File: src/dos_pkg.sv
// package for the door opener sequencer: states and timing constants
// assumes a single 100 MHz core clock
package dos_pkg;

  // ****************************************************************
  // door states
  // ****************************************************************
  typedef enum logic [2:0] {
    DOS_DOWN,
    DOS_PUSH_UP,
    DOS_RAISING,
    DOS_UP,
    DOS_PUSH_DOWN,
    DOS_LOWERING
  } dos_state_t;

  // ****************************************************************
  // timing
  // ****************************************************************
  localparam int CLK_PERIOD_NS  = 10;
  localparam int TICK_PERIOD_MS = 100;
  localparam int TICK_CYCLES    = TICK_PERIOD_MS * 1000000 / CLK_PERIOD_NS;
  localparam int LIGHT_PRESET   = 1800;

endpackage : dos_pkg

File: src/dos_light_timer.sv
// light timer: counts 0.1 s ticks while enabled, done at preset
// assumes the enable drops for a cycle once done is seen
`timescale 1ns/1ns
`default_nettype none
module dos_light_timer
  import dos_pkg::*;
#(
  parameter int TICK_CYCLES_P = TICK_CYCLES,
  parameter int PRESET_P      = LIGHT_PRESET
) (
  // clock and reset
  input  wire logic core_clk,
  input  wire logic rst_n,
  // control
  input  wire logic enable,
  output var  logic done
);

  // count is 16 bits wide, so a larger preset could never be reached
  if (TICK_CYCLES_P < 1 || PRESET_P < 1 || PRESET_P > 32'h0000FFFF) begin : g_bad_params
    $error("timer counts out of range");
  end

  logic [31:0] tick_cnt;
  logic [15:0] count;

  // ****************************************************************
  // prescaler and accumulator
  // ****************************************************************
  // accumulates only while enabled; cleared when idle
  always_ff @(posedge core_clk or negedge rst_n) begin
    if (!rst_n) begin
      tick_cnt <= 32'h0;
      count    <= 16'h0;
    end else if (!enable) begin
      tick_cnt <= 32'h0;
      count    <= 16'h0;
    end else if (tick_cnt == 32'(TICK_CYCLES_P - 1)) begin
      tick_cnt <= 32'h0;
      if (count != 16'(PRESET_P)) begin
        count <= count + 16'h1;
      end
    end else begin
      tick_cnt <= tick_cnt + 32'h1;
    end
  end

  assign done = enable && (count == 16'(PRESET_P));

endmodule : dos_light_timer
`default_nettype wire

File: src/dos_sequencer.sv
// door opener sequencer: door state machine plus parallel light state
// assumes inputs synchronous to core_clk, one clock equals one scan
//
// Notes on behaviour
// - door-down waits for button; press then release leads to raising
// - raising state drives the raise command
// - up limit moves raising to door-up, dropping raise
// - door-up waits for press and release, then lowers
// - down limit returns lowering to door-down, obstruction permitting
// - release in push-up starts raising, and the light too unless timer done falls in that scan
// - release in push-down starts lowering, and the light too unless timer done falls in that scan
// - light state drives the light and times 0.1 s counts to 1800
// - timer accumulates only in light state, done at preset
// - timer done clears the light state and goes nowhere else
// - door transitions run independently of the light state
// - obstruction while lowering goes to push-up, not raising
// - down exit needs no obstruction; obstruction reversal wins
// - the initial state is active at reset, then behaves normally
`timescale 1ns/1ns
`default_nettype none
module dos_sequencer
  import dos_pkg::*;
#(
  parameter int TICK_CYCLES_P = TICK_CYCLES,
  parameter int PRESET_P      = LIGHT_PRESET
) (
  // clock and reset
  input  wire logic core_clk,
  input  wire logic rst_n,
  // door inputs
  input  wire logic door_command_button,
  input  wire logic up_travel_limit,
  input  wire logic down_travel_limit,
  input  wire logic obstruction_sense,
  // motor and light outputs
  output var  logic raise_command,
  output var  logic lower_command,
  output var  logic safety_light_output
);

  // ****************************************************************
  // state
  // ****************************************************************
  dos_state_t state;
  dos_state_t next_state;
  logic       light_state;
  logic       light_timer_done;
  logic       light_set;

  // ****************************************************************
  // door transitions
  // ****************************************************************
  always_comb begin
    next_state = state;
    light_set  = 1'b0;
    unique case (state)
      DOS_DOWN: begin
        if (door_command_button) next_state = DOS_PUSH_UP;
      end
      DOS_PUSH_UP: begin
        if (!door_command_button) begin
          next_state = DOS_RAISING;
          light_set  = 1'b1;
        end
      end
      DOS_RAISING: begin
        if (up_travel_limit) next_state = DOS_UP;
      end
      DOS_UP: begin
        if (door_command_button) next_state = DOS_PUSH_DOWN;
      end
      DOS_PUSH_DOWN: begin
        if (!door_command_button) begin
          next_state = DOS_LOWERING;
          light_set  = 1'b1;
        end
      end
      DOS_LOWERING: begin
        // reversal first so only one exit is ever taken
        if (obstruction_sense) next_state = DOS_PUSH_UP;
        else if (down_travel_limit) next_state = DOS_DOWN;
      end
    endcase
  end

  // door state never looks at the light
  always_ff @(posedge core_clk or negedge rst_n) begin
    if (!rst_n) begin
      state <= DOS_DOWN;
    end else begin
      state <= next_state;
    end
  end

  // ****************************************************************
  // motor outputs
  // ****************************************************************
  // registered from next state; push-up drops lower a scan before raise
  always_ff @(posedge core_clk or negedge rst_n) begin
    if (!rst_n) begin
      raise_command <= 1'b0;
      lower_command <= 1'b0;
    end else begin
      raise_command <= (next_state == DOS_RAISING);
      lower_command <= (next_state == DOS_LOWERING);
    end
  end

  // ****************************************************************
  // parallel light state
  // ****************************************************************
  // a new set while already lit keeps the running period untouched
  always_ff @(posedge core_clk or negedge rst_n) begin
    if (!rst_n) begin
      light_state <= 1'b0;
    end else if (light_timer_done) begin
      light_state <= 1'b0;
    end else if (light_set) begin
      light_state <= 1'b1;
    end
  end

  always_ff @(posedge core_clk or negedge rst_n) begin
    if (!rst_n) begin
      safety_light_output <= 1'b0;
    end else begin
      safety_light_output <= light_timer_done ? 1'b0 : (light_state | light_set);
    end
  end

  dos_light_timer #(
    .TICK_CYCLES_P (TICK_CYCLES_P),
    .PRESET_P      (PRESET_P)
  ) u_light_timer (
    .core_clk (core_clk),
    .rst_n    (rst_n),
    .enable   (light_state),
    .done     (light_timer_done)
  );

  // ****************************************************************
  // door checks
  // ****************************************************************
  never_both_cmd_a : assert property (
    @(posedge core_clk) disable iff (!rst_n)
    !(raise_command && lower_command))
    else $error("raise and lower together");

  raise_tracks_state_a : assert property (
    @(posedge core_clk) disable iff (!rst_n)
    raise_command == (state == DOS_RAISING))
    else $error("raise mismatch");

  lower_tracks_state_a : assert property (
    @(posedge core_clk) disable iff (!rst_n)
    lower_command == (state == DOS_LOWERING))
    else $error("lower mismatch");

  press_entry_a : assert property (
    @(posedge core_clk) disable iff (!rst_n)
    (state == DOS_DOWN && door_command_button) |=> state == DOS_PUSH_UP)
    else $error("press not taken");

  down_hold_a : assert property (
    @(posedge core_clk) disable iff (!rst_n)
    (state == DOS_DOWN && !door_command_button) |=> state == DOS_DOWN)
    else $error("door down left without press");

  // a release on the done cycle loses to the clear, so the light may stay off
  press_release_a : assert property (
    @(posedge core_clk) disable iff (!rst_n)
    (state == DOS_PUSH_UP && !door_command_button) |=>
      (state == DOS_RAISING && (light_state || $past(light_timer_done))))
    else $error("release did not raise and light");

  raise_hold_a : assert property (
    @(posedge core_clk) disable iff (!rst_n)
    (state == DOS_RAISING && !up_travel_limit) |=> (state == DOS_RAISING && raise_command))
    else $error("raising left without up limit");

  up_limit_stop_a : assert property (
    @(posedge core_clk) disable iff (!rst_n)
    (state == DOS_RAISING && up_travel_limit) |=> (state == DOS_UP && !raise_command))
    else $error("up limit did not stop");

  up_press_entry_a : assert property (
    @(posedge core_clk) disable iff (!rst_n)
    (state == DOS_UP && door_command_button) |=> state == DOS_PUSH_DOWN)
    else $error("press in door up not taken");

  up_hold_a : assert property (
    @(posedge core_clk) disable iff (!rst_n)
    (state == DOS_UP && !door_command_button) |=> state == DOS_UP)
    else $error("door up left without press");

  push_down_light_a : assert property (
    @(posedge core_clk) disable iff (!rst_n)
    (state == DOS_PUSH_DOWN && !door_command_button) |=>
      (state == DOS_LOWERING && (light_state || $past(light_timer_done))))
    else $error("release did not lower and light");

  push_no_motor_a : assert property (
    @(posedge core_clk) disable iff (!rst_n)
    (state == DOS_PUSH_UP || state == DOS_PUSH_DOWN) |-> (!raise_command && !lower_command))
    else $error("motor driven in a push state");

  obstruct_reverse_a : assert property (
    @(posedge core_clk) disable iff (!rst_n)
    (state == DOS_LOWERING && obstruction_sense) |=>
      (state == DOS_PUSH_UP && !raise_command && !lower_command))
    else $error("obstruction not reversed");

  down_limit_exit_a : assert property (
    @(posedge core_clk) disable iff (!rst_n)
    (state == DOS_LOWERING && down_travel_limit && !obstruction_sense) |=>
      (state == DOS_DOWN && !lower_command))
    else $error("down limit ignored");

  lower_hold_a : assert property (
    @(posedge core_clk) disable iff (!rst_n)
    (state == DOS_LOWERING && !down_travel_limit && !obstruction_sense) |=>
      (state == DOS_LOWERING && lower_command))
    else $error("lowering left without cause");

  // ****************************************************************
  // light checks
  // ****************************************************************
  light_off_done_a : assert property (
    @(posedge core_clk) disable iff (!rst_n)
    light_timer_done |=> (!light_state && !safety_light_output))
    else $error("light not cleared at done");

  light_follows_a : assert property (
    @(posedge core_clk) disable iff (!rst_n)
    $rose(light_state) |-> safety_light_output)
    else $error("light output lags");

  light_output_match_a : assert property (
    @(posedge core_clk) disable iff (!rst_n)
    safety_light_output == light_state)
    else $error("light output differs from light state");

  light_done_only_a : assert property (
    @(posedge core_clk) disable iff (!rst_n)
    light_timer_done |-> light_state)
    else $error("timer done outside light state");

  // only the timer may end the light, whatever the door does meanwhile
  light_drop_cause_a : assert property (
    @(posedge core_clk) disable iff (!rst_n)
    $fell(light_state) |-> $past(light_timer_done))
    else $error("light dropped without timer done");

  light_set_takes_a : assert property (
    @(posedge core_clk) disable iff (!rst_n)
    (light_set && !light_timer_done) |=> light_state)
    else $error("light set not taken");

endmodule : dos_sequencer
`default_nettype wire

File: config.mk
export PLATFORM = sky130hd
export DESIGN_NAME = dos_sequencer
export DESIGN_NICKNAME = d
export VERILOG_FILES = /design/src/dos_pkg.sv /design/src/dos_light_timer.sv /design/src/dos_sequencer.sv
export SDC_FILE = /design/constraint.sdc
export NUM_CORES = 1
export LEC_CHECK = 0
export BUFFER_PORTS_ARGS = -buffer_cell sky130_fd_sc_hd__buf_4
export CAP_MARGIN = 20
export CELL_PAD_IN_SITES_DETAIL_PLACEMENT = 1
export CELL_PAD_IN_SITES_GLOBAL_PLACEMENT = 1
export CORE_MARGIN = 1.5
export CORE_UTILIZATION = 35
export DETAILED_ROUTE_END_ITERATION = 16
export PLACE_DENSITY_LB_ADDON = 0.1
export SLEW_MARGIN = 10
export SYNTH_ARGS = -nofsm -noshare
export SYNTH_HDL_FRONTEND = slang
export SYNTH_SLANG_ARGS = --single-unit
File: constraint.sdc
create_clock -name core_clk -period 3.3 [get_ports core_clk]
set_input_delay 0.99 -clock core_clk [delete_from_list [all_inputs] [get_ports core_clk]]
set_output_delay 0.99 -clock core_clk [all_outputs]
set_load 0.01 [all_outputs]
# Word level (Yosys, flattened, before mapping)

Cells that the tools add are included.

Bits in registers: 55
Bits of input ports: 6
Output and inout bits: 3
Logic and storage cells: 45

Muxes and demuxes: 18
Reduce and logical (&&, ||, !) cells: 5
Bitwise logic cells: 1
Add/subtract/negate cells: 2
Eq/ne operators: 12

Operator list:

| operator                                                                 | number |
|---|---|
| 32-bit 2-to-1 mux                                                        | 2 |
| 16-bit 2-to-1 mux                                                        | 3 |
| 32-bit by 1-bit adder with 32-bit output (second input constant)         | 1 |
| 32-bit by 24-bit equality test with 1-bit output (second input constant) | 1 |
| 3-bit 2-to-1 mux                                                         | 7 |
| 3-bit one-hot mux with 6 select lines                                    | 1 |
| 16-bit by 1-bit adder with 16-bit output (second input constant)         | 1 |
| 16-bit by 11-bit equality test with 1-bit output (second input constant) | 1 |
| 16-bit by 11-bit != test with 1-bit output (second input constant)       | 1 |
| 3-bit by 2-bit equality test with 1-bit output (second input constant)   | 3 |
| 3-bit equality test (second input constant)                              | 3 |
| 1-bit 2-to-1 mux                                                         | 5 |
| 2-bit by 1-bit != test with 1-bit output (second input constant)         | 2 |
| 3-bit by 1-bit equality test with 1-bit output (second input constant)   | 1 |
| 3-bit zero test                                                          | 1 |
| 2-bit AND reduction                                                      | 1 |
| 2-bit nonzero test                                                       | 1 |
| 2-bit OR reduction                                                       | 1 |
| 1-bit logical AND                                                        | 1 |
| 1-bit OR                                                                 | 1 |

# Longest topological paths before layout

Depth after elaboration: 5
Gate-level depth with buffers: 7
Depth with buffers taken out: 7

# Modules after synthesis

A second synthesis with hierarchy kept.

Cell total of the unflattened synthesis: 315
Area total of the unflattened synthesis: 2961.6 um^2

By module, submodules not included:

| module          | area each (um^2) | times used | sequential area each (um^2) | cells an instance |
|---|---|---|---|---|
| dos_light_timer | 2570.0           | 1          | 1201.2                      | 273 |
| dos_sequencer   | 391.6            | 1          | 175.2                       | 42 |

# Least setup slack after synthesis

OpenSTA, ideal clock, no wires.

Kind: reg-to-reg
From: register u_light_timer.tick_cnt[14]
To: register u_light_timer.count[15]
Setup time: 0.095 ns
Clock period less this slack: 1.999 ns
Data required time: 3.205 ns
Arrival time: 1.904 ns
Stages on the path, launching flop included: 6
Path buffers: 0
Slack: 1.301 ns
Path through: dfrtp_1 > or4b_4 > nor3_4 > nand4_1 > or3_1 > o31ai_1

Word-level cells in the longest chain between the ends: 3

Ends and longest elaborated chain:

| item                                                      | line                  | text |
|---|---|---|
| start, declared                                           | dos_light_timer.sv:24 | `logic [31:0] tick_cnt;` |
| start signal, assigned                                    | dos_light_timer.sv:44 | `tick_cnt <= tick_cnt + 32'h1;` |
| 32-bit by 24-bit equality test with 1-bit output          | dos_light_timer.sv:38 | `end else if (tick_cnt == 32'(TICK_CYCLES_P - 1)) begin` |
| 2-bit by 1-bit != test with 1-bit output (no source line) | -                     |  |
| 2-bit AND reduction (no source line)                      | -                     |  |
| end signal, assigned                                      | dos_light_timer.sv:41 | `count <= count + 16'h1;` |
| end, declared                                             | dos_light_timer.sv:25 | `logic [15:0] count;` |

Every way passes these cells.
A chain may end at the register's enable or synchronous reset.

# Worst setup path after layout

From: register u_light_timer.tick_cnt[0]
To: register u_light_timer.count[15]

Same word-level chain as after synthesis.

==> metrics.md <==
| Metric | Value |
|---|---|
| Worst path required time | 3.52 ns |
| Hold Buf Count CTS | 0 |
| Worst setup SP type | flop |
| Setup TNS | 0 ns |
| Seq pwr share | 58.3% |
| Port Buffers | 8 |
| FF+latch area | 0.00138 mm2 |
| Hold path endpoint | u_light_timer.count[15]$_DFFE_PN0P_ |
| FF-to-FF setup slack | around 1.1 ns |
| Total track usage | around 17% |
| FF+latch count, synth | between 50 and 60 |
| Final wirelength | about 6.5 mm |
| Worst Hold Class | flop to flop |
| Critical R2R Launch | u_light_timer.tick_cnt[0]$_DFF_PN0_ |
| Placer congestion estimate | about 0.69 |
| Cells after Synth | ~300 |
| Layout cells sized above 1 | roughly 8% |
| Die ar. | 0.00873 mm2 |
| Ys Warns | 0 |
| Final Slew Violations | 0 |
| Largest net degree at the start of global routing | 56 |
| Post-route ant nets | 0 |
| Clock Latency Late Sink | a little over 0.3 ns |
| First-pass GRT wire length | roughly 12 mm |
| Post-layout min period | around 2.2 ns |
| N_diodes | 0 |
| FFs w/ async S/R, synth | between 90% and 100% |
| DRC Markers | 0 |
| HP Start | u_light_timer.count[15]$_DFFE_PN0P_ |
| Worst Hold Depth | 1 |
| DR iter-0 viols | about 110 |
| Post_cts resized | 0 |
| TritonCTS buffer count | 5 |
| Via density | 5.33 |
| Pre-antenna DRT Iters | 4 |
| Number of flops mapped to enable cells by yosys | 0 |
| Seq/Total Area, Yosys | about half |
| Fin. Hold Viols | 0 |
| Tightest Pin Transition | ~0.7 ns |
| Worst hold margin | a little under 0.5 ns |
| Static leakage | roughly 0.0014 uW |
| Achievable Freq | 446 MHz |
| CTS tree | yes |
| Max cap viols | 0 |
| Final #Nets | roughly 320 |
| Worst-case clock buffer depth | 2 |
| Row count | 32 |
| Die Y | a little over 90 um |
| CTS H-Tree Depth | 2 |
| Vias in the first global route | between 2000 and 2500 |
| RSZ-0062 raised after global routing | no |
| Routed vias | 2213 |
| Multi-input gate area | between 0.001 and 0.0015 mm2 |
| Switching power | between 400 and 500 uW |
| Area growth, synth to finish | 9.05% |
| Most used cells in the layout excluding fill and tap cells | dfrtp_1, nor2_1, nand2_1, xor2_1, nand4_1 |
| Chip Width | between 90 and 100 um |
| Comb pwr share | between 10% and 20% |
| Num ports | 9 |
| Net Sw Frac | between 20 and 30% |
| Internal power | just over 1000 uW |
| PD cells | around 460 mW/mm2 |
| Average cell area after synthesis | 9.48 um2 |
| CP Class | flop to flop |
| Slew headroom | a little over half |
| Initial antenna violation count | 0 |
| Final setup viols | 0 |
| Clk slew on worst S/H paths | around 0.09 ns |
| Setup Skew | a little under 0.004 ns |
| Synth Flop Type | dfrtp_1 |
| Synth Cell Area | ~0.0029 mm2 |
| Status | finished, final reports clean |
| Post-CTS Setup Bufs | 0 |
| Clock share of power | about a quarter |
| Dpl hpwl | about 4.5 mm |
| CP arrival | between 2 and 2.5 ns |
| Most common cell after layout, fill and taps aside | dfrtp_1 |
| Final Power | roughly 1400 uW |
| Synth Net Count | a little over 300 |
| Period utilization | roughly 68% |
| Core area | approximately 0.0078 mm2 |
| Worst vdd rail ir drop | around 0.00018 V |
| R2r worst-path depth | 6 |
| Remaining global-route overflow | 0 |
| Crit. End Element | flop |
| Synth cell types | 44 |
| Wirelength per Cell | ~16 um |
| Starting Density | a little over a third |
| Fillers | just over 900 |
| Clock sink total | 55 |
| CTS root buffer | clkbuf_8 |
| Max FO, Critical Path | 8 |
| R2r endpoint | u_light_timer.count[15]$_DFFE_PN0P_ |
final cells by class:
class,count,share of cell area (%)
clock buffers,7,2.45
clock inverters,1,0.160
inverters,11,1.32
multi-input cells,228,45.2
flip-flops and latches,55,44.1
well taps,102,4.09
repair buffers,11,2.65
through the flow:
stage          utilization [%]  cells  area, um2  setup slack (ns)
2_1_floorplan                -    302       2860              1.30
3_3_place_gp              38.9    407       3040              1.09
3_5_place_dp              38.9    407       3040              1.04
4_1_cts                   40.0    415       3120              1.02
5_1_grt                   40.0    415       3120             0.801
6_report                  40.0    415       3120              1.06
cells in the mapped netlist, types with 2 or more instances:
master | n | area share, %
inv_1 | 11 | 1.4
nor4b_1 | 4 | 1.2
or3_1 | 9 | 2.0
ha_1 | 3 | 1.3
nand4_1 | 19 | 4.2
xnor2_1 | 10 | 3.1
a21oi_1 | 12 | 2.1
nor2_1 | 45 | 5.9
clkbuf_1 | 6 | 0.79
and3_1 | 7 | 1.5
o31ai_1 | 3 | 0.79
and2_1 | 4 | 0.87
buf_2 | 2 | 0.35
dfrtp_1 | 55 | 48
xor2_1 | 21 | 6.4
nand2_1 | 24 | 3.1
mux2i_1 | 3 | 1.0
nand3_1 | 15 | 2.6
or4_1 | 4 | 1.0
nand2b_1 | 2 | 0.44
o21ai_0 | 12 | 2.1
and4_1 | 5 | 1.5
nor4_1 | 5 | 1.1
worst max-delay path, cell delays in order (launching register included):
cell and delay, ns:
dfrtp_1 0.40, ha_1 0.21, nand4_1 0.20, nor4_1 0.43
nand4_1 0.31, or3_1 0.39, o31ai_1 0.21
worst max-delay path by stage:
| stage | startpoint | cells past startpoint | slack, ns | end |
|---|---|---|---|---|
| finish | u_light_timer.tick_cnt[0]$_DFF_PN0_ | 6 | 1.06 | u_light_timer.count[15]$_DFFE_PN0P_ |
| global placement | u_light_timer.tick_cnt[0]$_DFF_PN0_ | 6 | 1.09 | u_light_timer.count[15]$_DFFE_PN0P_ |
| CTS | u_light_timer.tick_cnt[0]$_DFF_PN0_ | 6 | 1.02 | u_light_timer.count[15]$_DFFE_PN0P_ |
| floorplan | u_light_timer.tick_cnt[14]$_DFF_PN0_ | 5 | 1.30 | u_light_timer.count[15]$_DFFE_PN0P_ |
| detailed placement | u_light_timer.tick_cnt[0]$_DFF_PN0_ | 6 | 1.04 | u_light_timer.count[15]$_DFFE_PN0P_ |
| global route | u_light_timer.tick_cnt[0]$_DFF_PN0_ | 6 | 0.80 | u_light_timer.count[14]$_DFFE_PN0P_ |
routing by layer:
| metal | vias up | GRT usage (%) | routed length, um |
|---|---|---|---|
| met2 | 15 | 27.2 | 2910 |
| met4 | 0 | 5.30 | 85 |
| li1 | 1090 | - | - |
| met1 | 1101 | 23.6 | 3330 |
| met5 | - | 0 | 0 |
| met3 | 7 | 2.85 | 123 |
registers in the layout (all words and copies together), names as in the netlist:
signal and cells:
state 3, u_light_timer.count 16, raise_command 1, u_light_timer.tick_cnt 32, lower_command 1, safety_light_output 1
light_state 1
kinds of logic (layout without fill, tap and decap cells):
logic type | after synthesis | after routing | synth area share [%]
compound gates | 35 | 35 | 7.17
simple gates | 155 | 155 | 29.9
mux | 4 | 4 | 1.44
flops | 55 | 55 | 48.1
buf+inv | 19 | 30 | 2.58
xor+xnor | 31 | 31 | 9.49
fa+ha+maj | 3 | 3 | 1.31
power groups by stage:
stage	combinational, uW	sequential (uW)	clock (uW)
2_1_floorplan	185	814	0
3_3_place_gp	238	847	0
3_5_place_dp	238	845	0
4_1_cts	237	834	389
6_report	230	833	365
5_1_grt	270	848	406
Note: power is estimated with default switching activity, not from simulation.
